$ cat src/include/sleep_wake_regs.svh
// Constants for the sleep and wake-up event control block.
`ifndef SLEEP_WAKE_REGS_SVH
`define SLEEP_WAKE_REGS_SVH
`define PRIO_WIDTH        8
`define DEEP_WAKE_TIME_NS 200
`define DEEP_WAKE_CYCLES  ((`DEEP_WAKE_TIME_NS + 9) / 10)
`define LIGHT_WAKE_CYCLES 1
`endif

$ cat src/include/sleep_wake_pkg.sv
// Types for the sleep and wake-up event control block.
package sleep_wake_pkg;
    typedef enum logic [1:0] {
        SLP_RUN,
        SLP_WAIT_EVENT,
        SLP_WAIT_INT,
        SLP_ON_RETURN
    } sleep_state_t;
endpackage : sleep_wake_pkg

$ cat src/event_latch.sv
// Single-bit event latch; a set in the same cycle as a clear wins.
`timescale 1ns/1ns
module event_latch (
    // Clock and enable.
    input  wire logic clk_sys,
    input  wire logic clkEn,
    // Set and clear.
    input  wire logic setEvent,
    input  wire logic clearEvent,
    // State.
    output logic      eventSet
);
    logic eventQ;
    logic eventD;

    // No reset: the latch value after reset is undefined.
    assign eventD   = setEvent ? 1'b1 : (clearEvent ? 1'b0 : eventQ);
    assign eventSet = eventQ;

    always_ff @(posedge clk_sys) begin
        if (clkEn) begin
            eventQ <= eventD;
        end
    end
endmodule : event_latch

$ cat src/wake_qualifier.sv
// Decides whether a pending asynchronous exception ends an interrupt wait.
`timescale 1ns/1ns
`include "sleep_wake_regs.svh"
module wake_qualifier #(
    parameter int PW = `PRIO_WIDTH
) (
    // Exception priorities (lower value is more urgent).
    input  wire logic          asyncValid,
    input  wire logic [PW-1:0] asyncPrio,
    input  wire logic [PW-1:0] activePrio,
    input  wire logic          anyActive,
    // Masks.
    input  wire logic          priority_mask_bit,
    input  wire logic          fault_mask_bit,
    input  wire logic [PW-1:0] base_priority_level,
    // Result.
    output logic               preempts,
    output logic               waitIntWake
);
    logic beatsActive;
    logic beatsBase;

    assign beatsActive = !anyActive || (asyncPrio < activePrio);
    assign beatsBase   = (base_priority_level == '0) || (asyncPrio < base_priority_level);
    assign preempts    = asyncValid && beatsActive;
    // With the priority mask set and the fault mask clear an exception above both levels still wakes.
    assign waitIntWake = asyncValid && beatsActive &&
                         ((priority_mask_bit && !fault_mask_bit) ? beatsBase : 1'b1);
endmodule : wake_qualifier

$ cat src/sleep_wake_event_control.sv
// Sleep and wake-up control with event latch and sleeping indication.
//
// How it works
// - One single-bit event latch per processor.
// - Event latch has no reset value.
// - Wake-up events and exception return set latch.
// - Only wait-for-event clears the latch.
// - Latch not software readable or writable.
// - Latch set: clear it, complete immediately.
// - Latch clear: sleep until wake event.
// - Any processor's send event wakes all.
// - Pending-sets-event makes new pending wake.
// - Pre-empting exception or debug event wakes.
// - Send event goes out to all processors.
// - Early events are kept in latch.
// - Hints may complete without sleeping.
// - Interrupt wait ends on exception or debug.
// - Masked case needs priority above base level.
// - Interrupt wait ignores events before issue.
// - Interrupt wait ignores send and pending events.
// - Sleep-on-return suspends instead of returning.
// - Base priority need not end sleep-on-return.
// - Deep-sleep bit lengthens allowed wake time.
// - Suspension may end spuriously, e.g. debug.
`timescale 1ns/1ns
`include "sleep_wake_regs.svh"
module sleep_wake_event_control
    import sleep_wake_pkg::*;
#(
    parameter int PW = `PRIO_WIDTH
) (
    // Clock, enable and reset.
    input  wire logic          clk_sys,
    input  wire logic          clkEn,
    input  wire logic          srst,
    // Instruction pulses from the core.
    input  wire logic          wait_event_hint,
    input  wire logic          wait_interrupt_hint,
    input  wire logic          send_event_hint,
    input  wire logic          excReturn,
    input  wire logic          othersActive,
    // Hint disable: complete waits at once.
    input  wire logic          hintsAsNop,
    // Events from peers.
    input  wire logic          peerEventIn,
    // Exception and debug status.
    input  wire logic          pendRise,
    input  wire logic          asyncValid,
    input  wire logic [PW-1:0] asyncPrio,
    input  wire logic [PW-1:0] activePrio,
    input  wire logic          anyActive,
    input  wire logic          debugEvent,
    input  wire logic          debugEnable,
    input  wire logic          debugHalt,
    // Control bits of the system control word.
    input  wire logic          pending_sets_event,
    input  wire logic          sleep_on_return,
    input  wire logic          deepSleepEn,
    input  wire logic          priority_mask_bit,
    input  wire logic          fault_mask_bit,
    input  wire logic [PW-1:0] base_priority_level,
    // Results to the core.
    output logic               waitDone,
    output logic               returnSuppressed,
    output logic               tailChainNext,
    // Outputs to peers and power controller.
    output logic               sendEventOut,
    output logic               sleeping,
    output logic               sleepDeep,
    output logic               wakeReady
);
    sleep_state_t stateQ;
    sleep_state_t stateD;
    logic         eventSet;
    logic         preempts;
    logic         waitIntWake;
    logic         peerS1Q;
    logic         peerS2Q;
    logic         peerPrevQ;
    logic         peerPulse;
    logic         eventWake;
    logic         setEvent;
    logic         clearEvent;
    logic         debugWake;
    logic         enterWfe;
    logic         enterWfi;
    logic         enterSor;
    logic         wakeWfe;
    logic         leave;
    logic         waitDoneD;
    logic         suppressD;
    logic         tailQ;
    logic         tailD;
    logic         sendQ;
    logic         sleepingD;
    logic         deepQ;
    logic [15:0]  wakeCntQ;
    logic [15:0]  wakeCntD;
    logic         leaveEvt;
    logic         leaveInt;
    logic         leaveSor;
    logic         hintSeen;
    logic         deepD;
    logic [15:0]  wakeLoad;
    logic [15:0]  wakeNext;

    // True while the core executes normally; every decision that starts a wait looks at it.
    function automatic logic isRunning(input sleep_state_t st);
        return st == SLP_RUN;
    endfunction : isRunning

    assign debugWake = debugEvent && debugEnable;
    assign peerPulse = peerS2Q && !peerPrevQ;

    // Qualifying wake-up events for the event latch.
    assign eventWake = peerPulse || send_event_hint || (pending_sets_event && pendRise) ||
                       preempts || debugWake;
    assign setEvent  = eventWake || excReturn;
    // The latch is cleared only by a wait-for-event instruction.
    assign clearEvent = wait_event_hint && isRunning(stateQ);

    assign enterWfe = wait_event_hint && !eventSet && !hintsAsNop && isRunning(stateQ);
    assign enterWfi = wait_interrupt_hint && !hintsAsNop && !wait_event_hint && isRunning(stateQ);
    assign enterSor = excReturn && sleep_on_return && !othersActive && isRunning(stateQ);
    assign hintSeen = wait_event_hint || wait_interrupt_hint;

    // Events are qualified only once in the wait state, so earlier ones do not count here.
    assign wakeWfe  = eventWake;
    assign leaveEvt = (stateQ == SLP_WAIT_EVENT) && wakeWfe;
    assign leaveInt = (stateQ == SLP_WAIT_INT) && (waitIntWake || debugWake);
    assign leaveSor = (stateQ == SLP_ON_RETURN) && (preempts || debugWake);
    assign leave    = debugHalt || leaveEvt || leaveInt || leaveSor;

    always_comb begin
        stateD    = stateQ;
        waitDoneD = 1'b0;
        suppressD = 1'b0;
        tailD     = tailQ;
        case (stateQ)
            SLP_RUN: begin
                if (enterWfe) begin
                    stateD = SLP_WAIT_EVENT;
                end else if (enterWfi) begin
                    stateD = SLP_WAIT_INT;
                end else if (enterSor) begin
                    stateD    = SLP_ON_RETURN;
                    suppressD = 1'b1;
                end else if (hintSeen) begin
                    waitDoneD = 1'b1;
                end
                if (anyActive) begin
                    tailD = 1'b0;
                end
            end
            SLP_WAIT_EVENT, SLP_WAIT_INT: begin
                if (leave) begin
                    stateD    = SLP_RUN;
                    waitDoneD = 1'b1;
                end
            end
            SLP_ON_RETURN: begin
                if (leave) begin
                    stateD = SLP_RUN;
                    tailD  = 1'b1;
                end
            end
            default: begin
                stateD = SLP_RUN;
            end
        endcase
    end

    // Deep sleep stretches the time allowed before execution resumes.
    assign sleepingD = !isRunning(stateD);
    assign deepD     = sleepingD && deepSleepEn;
    assign wakeLoad  = deepSleepEn ? 16'(`DEEP_WAKE_CYCLES) : 16'(`LIGHT_WAKE_CYCLES);
    assign wakeNext  = (wakeCntQ != 16'h0000) ? wakeCntQ - 16'h0001 : 16'h0000;
    assign wakeCntD  = sleepingD ? wakeLoad : wakeNext;

    event_latch u_latch (
        .clk_sys    (clk_sys),
        .clkEn      (clkEn),
        .setEvent   (setEvent),
        .clearEvent (clearEvent),
        .eventSet   (eventSet)
    );

    wake_qualifier #(.PW(PW)) u_qual (
        .asyncValid          (asyncValid),
        .asyncPrio           (asyncPrio),
        .activePrio          (activePrio),
        .anyActive           (anyActive),
        .priority_mask_bit   (priority_mask_bit),
        .fault_mask_bit      (fault_mask_bit),
        .base_priority_level (base_priority_level),
        .preempts            (preempts),
        .waitIntWake         (waitIntWake)
    );

    // Two flops bring the peer line into this clock before the edge detector looks at it.
    always_ff @(posedge clk_sys) begin
        if (srst) begin
            peerS1Q <= 1'b0;
        end else if (clkEn) begin
            peerS1Q <= peerEventIn;
        end
    end

    always_ff @(posedge clk_sys) begin
        if (srst) begin
            peerS2Q <= 1'b0;
        end else if (clkEn) begin
            peerS2Q <= peerS1Q;
        end
    end

    // Resets to the idle level of the line, so no false edge follows reset.
    always_ff @(posedge clk_sys) begin
        if (srst) begin
            peerPrevQ <= 1'b0;
        end else if (clkEn) begin
            peerPrevQ <= peerS2Q;
        end
    end

    always_ff @(posedge clk_sys) begin
        if (srst) begin
            stateQ <= SLP_RUN;
        end else if (clkEn) begin
            stateQ <= stateD;
        end
    end

    always_ff @(posedge clk_sys) begin
        if (srst) begin
            waitDone <= 1'b0;
        end else if (clkEn) begin
            waitDone <= waitDoneD;
        end
    end

    always_ff @(posedge clk_sys) begin
        if (srst) begin
            returnSuppressed <= 1'b0;
        end else if (clkEn) begin
            returnSuppressed <= suppressD;
        end
    end

    always_ff @(posedge clk_sys) begin
        if (srst) begin
            tailQ <= 1'b0;
        end else if (clkEn) begin
            tailQ <= tailD;
        end
    end

    // Our own send event goes out to the peers one cycle after the instruction.
    always_ff @(posedge clk_sys) begin
        if (srst) begin
            sendQ <= 1'b0;
        end else if (clkEn) begin
            sendQ <= send_event_hint;
        end
    end

    always_ff @(posedge clk_sys) begin
        if (srst) begin
            sleeping <= 1'b0;
        end else if (clkEn) begin
            sleeping <= sleepingD;
        end
    end

    always_ff @(posedge clk_sys) begin
        if (srst) begin
            deepQ <= 1'b0;
        end else if (clkEn) begin
            deepQ <= deepD;
        end
    end

    // Loaded while asleep and counted down once awake, so deep sleep delays readiness.
    always_ff @(posedge clk_sys) begin
        if (srst) begin
            wakeCntQ <= 16'h0000;
        end else if (clkEn) begin
            wakeCntQ <= wakeCntD;
        end
    end

    assign tailChainNext = tailQ;
    assign sendEventOut  = sendQ;
    assign sleepDeep     = deepQ;
    assign wakeReady     = !sleeping && (wakeCntQ == 16'h0000);
endmodule : sleep_wake_event_control

$ cat config.mk
export PLATFORM = sky130hd
export DESIGN_NAME = sleep_wake_event_control
export DESIGN_NICKNAME = d
export VERILOG_FILES = /design/src/include/sleep_wake_pkg.sv /design/src/event_latch.sv /design/src/wake_qualifier.sv /design/src/sleep_wake_event_control.sv
export VERILOG_INCLUDE_DIRS = /design/src /design/src/include
export SDC_FILE = /design/constraint.sdc
export NUM_CORES = 1
export LEC_CHECK = 0
export ABC_AREA = 1
export BUFFER_PORTS_ARGS = -buffer_cell sky130_fd_sc_hd__buf_2
export CAP_MARGIN = 25
export CORE_MARGIN = 2
export CORE_UTILIZATION = 48
export DETAILED_ROUTE_END_ITERATION = 6
export GPL_ROUTABILITY_DRIVEN = 0
export PLACE_DENSITY = 0.76
export RECOVER_POWER = 50
export SLEW_MARGIN = 20
export SYNTH_ARGS = -nofsm -noshare
export SYNTH_HDL_FRONTEND = slang
export SYNTH_SLANG_ARGS = --single-unit
$ cat constraint.sdc
create_clock -name clk_sys -period 1.7 [get_ports clk_sys]
set_input_delay 0.255 -clock clk_sys [delete_from_list [all_inputs] [get_ports clk_sys]]
set_output_delay 0.255 -clock clk_sys [all_outputs]
set_load 0.05 [all_outputs]
# Word-level counts from Yosys, hierarchy flattened
# Cells that the tools add are included.
[classes] n_reduce_logical=54 add_sub_neg=1 eq_ne=5 order_cmp=2 muxes=23
[ops] cell="2-to-1 mux 16 bit" n=2
[ops] cell="logical AND 1 bit" n=21
[ops] cell="logical NOT 16 bit" n=1
[ops] cell="less-than comparator 8 bit" n=2
[ops] cell="nonzero test 16 bit" n=1
[ops] cell="subtractor 16 x 1 -> 16 bit, second input constant" n=1
[ops] cell="logical OR 1 bit" n=13
[ops] cell="2-to-1 mux 1 bit" n=13
[ops] cell="logical NOT 1 bit" n=9
[ops] cell="logical NOT 8 bit" n=1
[ops] cell="2-to-1 mux 2 bit" n=4
[ops] cell="2-to-1 mux 5 bit" n=1
[ops] cell="equality test 2 bit, second input constant" n=2
[ops] cell="logical NOT 2 bit" n=2
[ops] cell="inequality test 2 bit, second input constant" n=2
[ops] cell="one-hot mux 1 bit (2 select lines)" n=2
[ops] cell="one-hot mux 2 bit (2 select lines)" n=1
[ops] cell="AND reduction 4 bit" n=1
[ops] cell="nonzero test 2 bit" n=2
[ops] cell="OR reduction 3 bit" n=1
[ops] cell="equality test 2 x 1 -> 1 bit, second input constant" n=1
[ops] cell="AND reduction 2 bit" n=1
[ops] cell="OR reduction 2 bit" n=1
[word_totals] elab_cells=97 output_inout_bits=7 ff_bits=28 input_bits=45

# Depth between registers and ports, before layout
[logic_depth] depth_word=15 depth_mapped=19 depth_no_buf=19

# Cells and area by module
# From an unflattened synthesis, not the netlist that was laid out.
[unflattened] cells_unflattened=336 hier_area_um2=2272.2
[modules_own_cells] module="sleep_wake_event_control" seq_area_each_um2=540.5 n_inst=1 area_per_inst_um2=1795.5 cells_per_inst=255
[modules_own_cells] module="wake_qualifier" seq_area_each_um2=0.0 n_inst=1 area_per_inst_um2=435.4 cells_per_inst=77
[modules_own_cells] module="event_latch" seq_area_each_um2=30.0 n_inst=1 area_per_inst_um2=41.3 cells_per_inst=4

# Worst setup path before layout
# No wires, ideal clock.
[synth_timing] path_type="register to output" startpoint="register wakeCntQ[0]" endpoint="output wakeReady" t_arrival_ns=2.312 slack_ns=-0.867 t_required_ns=1.445 stages_incl_launch_ff=7 n_path_buf=0 path_cell_list="dfxtp_1 -> inv_1 -> ha_1 -> inv_1 -> nor3_1 -> nand3_1 -> nor4_1"
[synth_via] elab_chain_cells=2
[synth_lines] element="start, declared" line="sleep_wake_event_control.sv:97" text="logic [15:0] wakeCntQ;"
[synth_lines] element="start signal, assigned" line="sleep_wake_event_control.sv:288" text="wakeCntQ <= wakeCntD;"
[synth_lines] element="logical NOT 16 bit" line="sleep_wake_event_control.sv:295" text="assign wakeReady = !sleeping && (wakeCntQ == 16'h0000);"
[synth_lines] element="logical AND 1 bit" line="sleep_wake_event_control.sv:295"
[synth_lines] element="end, declared" line="sleep_wake_event_control.sv:70" text="output logic wakeReady"
# No other way between the ends.

# Worst setup path in the final report
[layout_timing] startpoint="input base_priority_level[7]" endpoint="register wakeCntQ[2]"
[layout_via] elab_chain_cells=12 elab_cells_between_ends=13 cone_classes="1 x order compare; 4 x mux; 8 x reduce/logical"
[layout_lines] element="start, declared" line="sleep_wake_event_control.sv:61" text="input wire logic [PW-1:0] base_priority_level,"
[layout_lines] element="less-than comparator 8 bit or logical NOT 8 bit (tied branches)" line="wake_qualifier.sv:24" text="assign beatsBase = (base_priority_level == '0) || (asyncPrio < base_priority_level);"
[layout_lines] element="logical OR 1 bit *" line="wake_qualifier.sv:24"
[layout_lines] element="2-to-1 mux 1 bit *" line="wake_qualifier.sv:28" text="((priority_mask_bit && !fault_mask_bit) ? beatsBase : 1'b1);"
[layout_lines] element="logical AND 1 bit *" line="wake_qualifier.sv:27" text="assign waitIntWake = asyncValid && beatsActive &&"
[layout_lines] element="logical OR 1 bit *" line="sleep_wake_event_control.sv:130" text="assign leaveInt = (stateQ == SLP_WAIT_INT) && (waitIntWake || debugWake);"
[layout_lines] element="logical AND 1 bit *" line="sleep_wake_event_control.sv:130"
[layout_lines] element="logical OR 1 bit * (2 in series)" line="sleep_wake_event_control.sv:132" text="assign leave = debugHalt || leaveEvt || leaveInt || leaveSor;"
[layout_lines] element="2-to-1 mux 2 bit *" line="sleep_wake_event_control.sv:156, sleep_wake_event_control.sv:162"
[layout_lines] element="one-hot mux 2 bit (2 select lines) *" line="sleep_wake_event_control.sv:139" text="case (stateQ)"
[layout_lines] element="logical NOT 2 bit *" line="sleep_wake_event_control.sv:109" text="return st == SLP_RUN;"
[layout_lines] element="2-to-1 mux 16 bit *" line="sleep_wake_event_control.sv:178" text="assign wakeCntD = sleepingD ? wakeLoad : wakeNext;"
# Every way passes the cells marked *; elsewhere a longest branch is shown, timed or not.
# A chain may end at the register's enable or synchronous reset.

==> metrics.yaml <==
power.leakage_nw: 1.59
path_class: "in -> reg"
drc: 0
cts_max_level: 1
mostFrequentLayoutCells: "53 x nand2_1, 45 x buf_4, 41 x buf_2, 28 x nor2_1, 27 x inv_1"
detail_route.wl_per_cell_um: 15.6
cts_num_sinks: 28
yosysTopAreaCellShare_pct: 25.9
synthCells: 306
io_buffers: 51
grt_max_degree: 20
first_pass_iters: 4
tightest_slew_ns: 0.439
vias: 2535
final_hold_viol_count: 0
synth_seq_cells: 28
drt_iter0_markers: 152
yosysUniqueCellTypes: 34
drv_slew: 0
fmax_mhz: 504
synth_area_per_cell_um2: 6.82
drive_gt1_share_pct: 47.3
ys_seq_area_share_pct: 27.3
final_cells: 458
finalSetupViolCount: 23
fin_nets: 474
slew_headroom_pct: 70.7
start_util_pct: 51.1
core_um2: 4090
area_growth_syn_to_layout_pct: 60.2
cts_buffers: 3
startpoint_type: "input pin"
diodes: 0
min_period_ns: 1.98
io_pins: 52
grt_pass1_vias: 2267
antenna_found_initial: 0
layout_commonest_cell: "nand2_1"
ant_nets: 0
clk_pin_slew_worst_paths_ns: 0.10
n_fill_cell: 239
clock_skew_ns: 0.00365
wirelength_um: 7160
num_rows: 23
maxCapViolCount: 0
final.setup.worst_slack_ns: -0.282
yosys_warnings: 0
dieArea_um2: 4890
vias_per_cell: 5.53
grtUsageTotal_pct: 23.8
final_core_util_pct: 81.9
pre_cts_slack_ns: -0.398
die_height_um: 70.0
crit_fanout: 8
cts_tree: "built"
gr-total-overflow: 0
clk_root_buffer_cell: "clkbuf_8"
outcome: "complete, but fails checks"
dp_hpwl_um: 4150
rsz0062_at_grt: "yes"
dp_cells: 434
die_width_um: 70.0
violations: "setup timing"
worstPathArrival_ns: 2.18
cp.required_ns: 1.89
power_density_nw_per_um2: 1060
grt_pass1_wl_um: 9820
post-route-period-util_pct: 117
synth_area_um2: 2090
critPathCaptureType: "flip-flop"
worst_hold_path_type: "in -> reg"
clk_latency_ns: 0.28
synth_nets: 371
clockBufferDepth: 2
worst_ir_drop_vdd_uv: 1150
ys_top_cells_by_area: "dfxtp_1 26%, ha_1 12%, nand2_1 12%"
synth_top_area_cell: "dfxtp_1"
[kinds of logic (layout without fill, tap and decap cells)]
family / count (synthesis) / after routing / synth area share (%)
and+or+nand+nor: 144 / 145 / 32.7
buffers and inverters: 53 / 154 / 9.83
AOI/OAI and AO/OA: 47 / 47 / 12.3
DFF: 28 / 28 / 27.3
adders and majority gates: 20 / 20 / 12.0
xor gates and xnor gates: 14 / 14 / 5.87
[state kept, by name (all words and copies together), names as in the netlist]
name and cells:
wakeCntQ 16, u_latch.eventSet 1, returnSuppressed 1, tailChainNext 1, sleepDeep 1, peerPrevQ 1, sleeping 1, waitDone 1
peerS2Q 1, sendEventOut 1, peerS1Q 1, stateQ 2
[cells in the mapped netlist]
library cell / n
a211oi_1: 1
a21oi_1: 29
a21oi_2: 1
a221oi_1: 1
and3_1: 1
buf_2: 2
buf_4: 1
clkbuf_1: 5
clkinv_1: 1
dfxtp_1: 27
edfxtp_1: 1
ha_1: 20
inv_1: 42
inv_2: 2
nand2_1: 66
nand2_2: 1
nand3_1: 10
nand3b_1: 1
nand4_1: 16
nand4_4: 1
nor2_1: 34
nor2_2: 1
nor3_1: 5
nor3_2: 1
nor4_1: 3
nor4_4: 2
o211ai_1: 2
o21a_1: 1
o21ai_0: 10
o21bai_1: 1
o31ai_1: 1
or2_2: 2
xnor2_1: 7
xor2_1: 7
[worst paths after layout]
| path | from | to | slack [ns] | depth (start not counted) |
|---|---|---|---|---|
| worst max-delay path | base_priority_level[7] | wakeCntQ[2] | -0.28 | 16 |
| worst min-delay path | peerEventIn | peerS1Q | 0.20 | 3 |
| worst min register to register | waitDone | waitDone | 0.47 | 2 |
| worst max register to register | stateQ[0] | wakeCntQ[2] | -0.23 | 12 |
[through the flow]
stage	instance area (um^2)	total power [mW]	setup TNS [ns]	hold slack [ns]
after global routing	3350	3.74	-5.13	0.224
after global placement	2760	2.48	-6.70	0.446
after CTS	2960	3.13	-0.688	0.210
final	3350	3.55	-3.25	0.203
after detailed placement	2760	2.51	-7.57	0.452
after floorplan	2220	2.04	-0.0100	0.390
[report_power, final]
group          internal (mW)  switching [mW]  total [mW]
Combinational          0.990            1.20        2.19
Clock                  0.257           0.227       0.484
Sequential             0.761           0.111       0.872
Total                   2.01            1.54        3.55
[per-layer routing]
layer	part of all wire, %	GRT usage (%)	vias up
met4	1.6	6.84	0
met3	6.1	2.45	12
li1	-	-	1215
met2	50	43.1	120
met5	0	0	-
met1	42	29.8	1188
[critical path, cell delays in order]
cell	delay, ns
buf_2	0.07
inv_1	0.04
ha_1	0.30
a21oi_1	0.15
o21a_1	0.14
nand2_1	0.05
nand2_1	0.08
nand2_1	0.08
nand2_1	0.09
nand2_2	0.08
nand4_1	0.10
nand2_2	0.13
inv_4	0.13
buf_12	0.13
nand4_1	0.12
a21oi_1	0.22
[repair_timing]
item,in CTS,in global routing
hold buffers,0,0
setup endpoints to repair,18,24
resized for setup,28,71
buffers inserted,6,13
gates cloned,1,1
pin swaps,13,20
[area by class of cell]
type                    instances  area [um^2]  share of cell area (%)
repair buffers                104          762                    22.8
inverters                      45          190                    5.68
flip-flops and latches         28          583                    17.4
well taps                      50         62.6                    1.87
clock buffers                   4         66.3                    1.98
repair inverters                1         7.51                   0.224
multi-input cells             226         1670                    50.0
No activity file was read; power rests on OpenSTA's default activity.
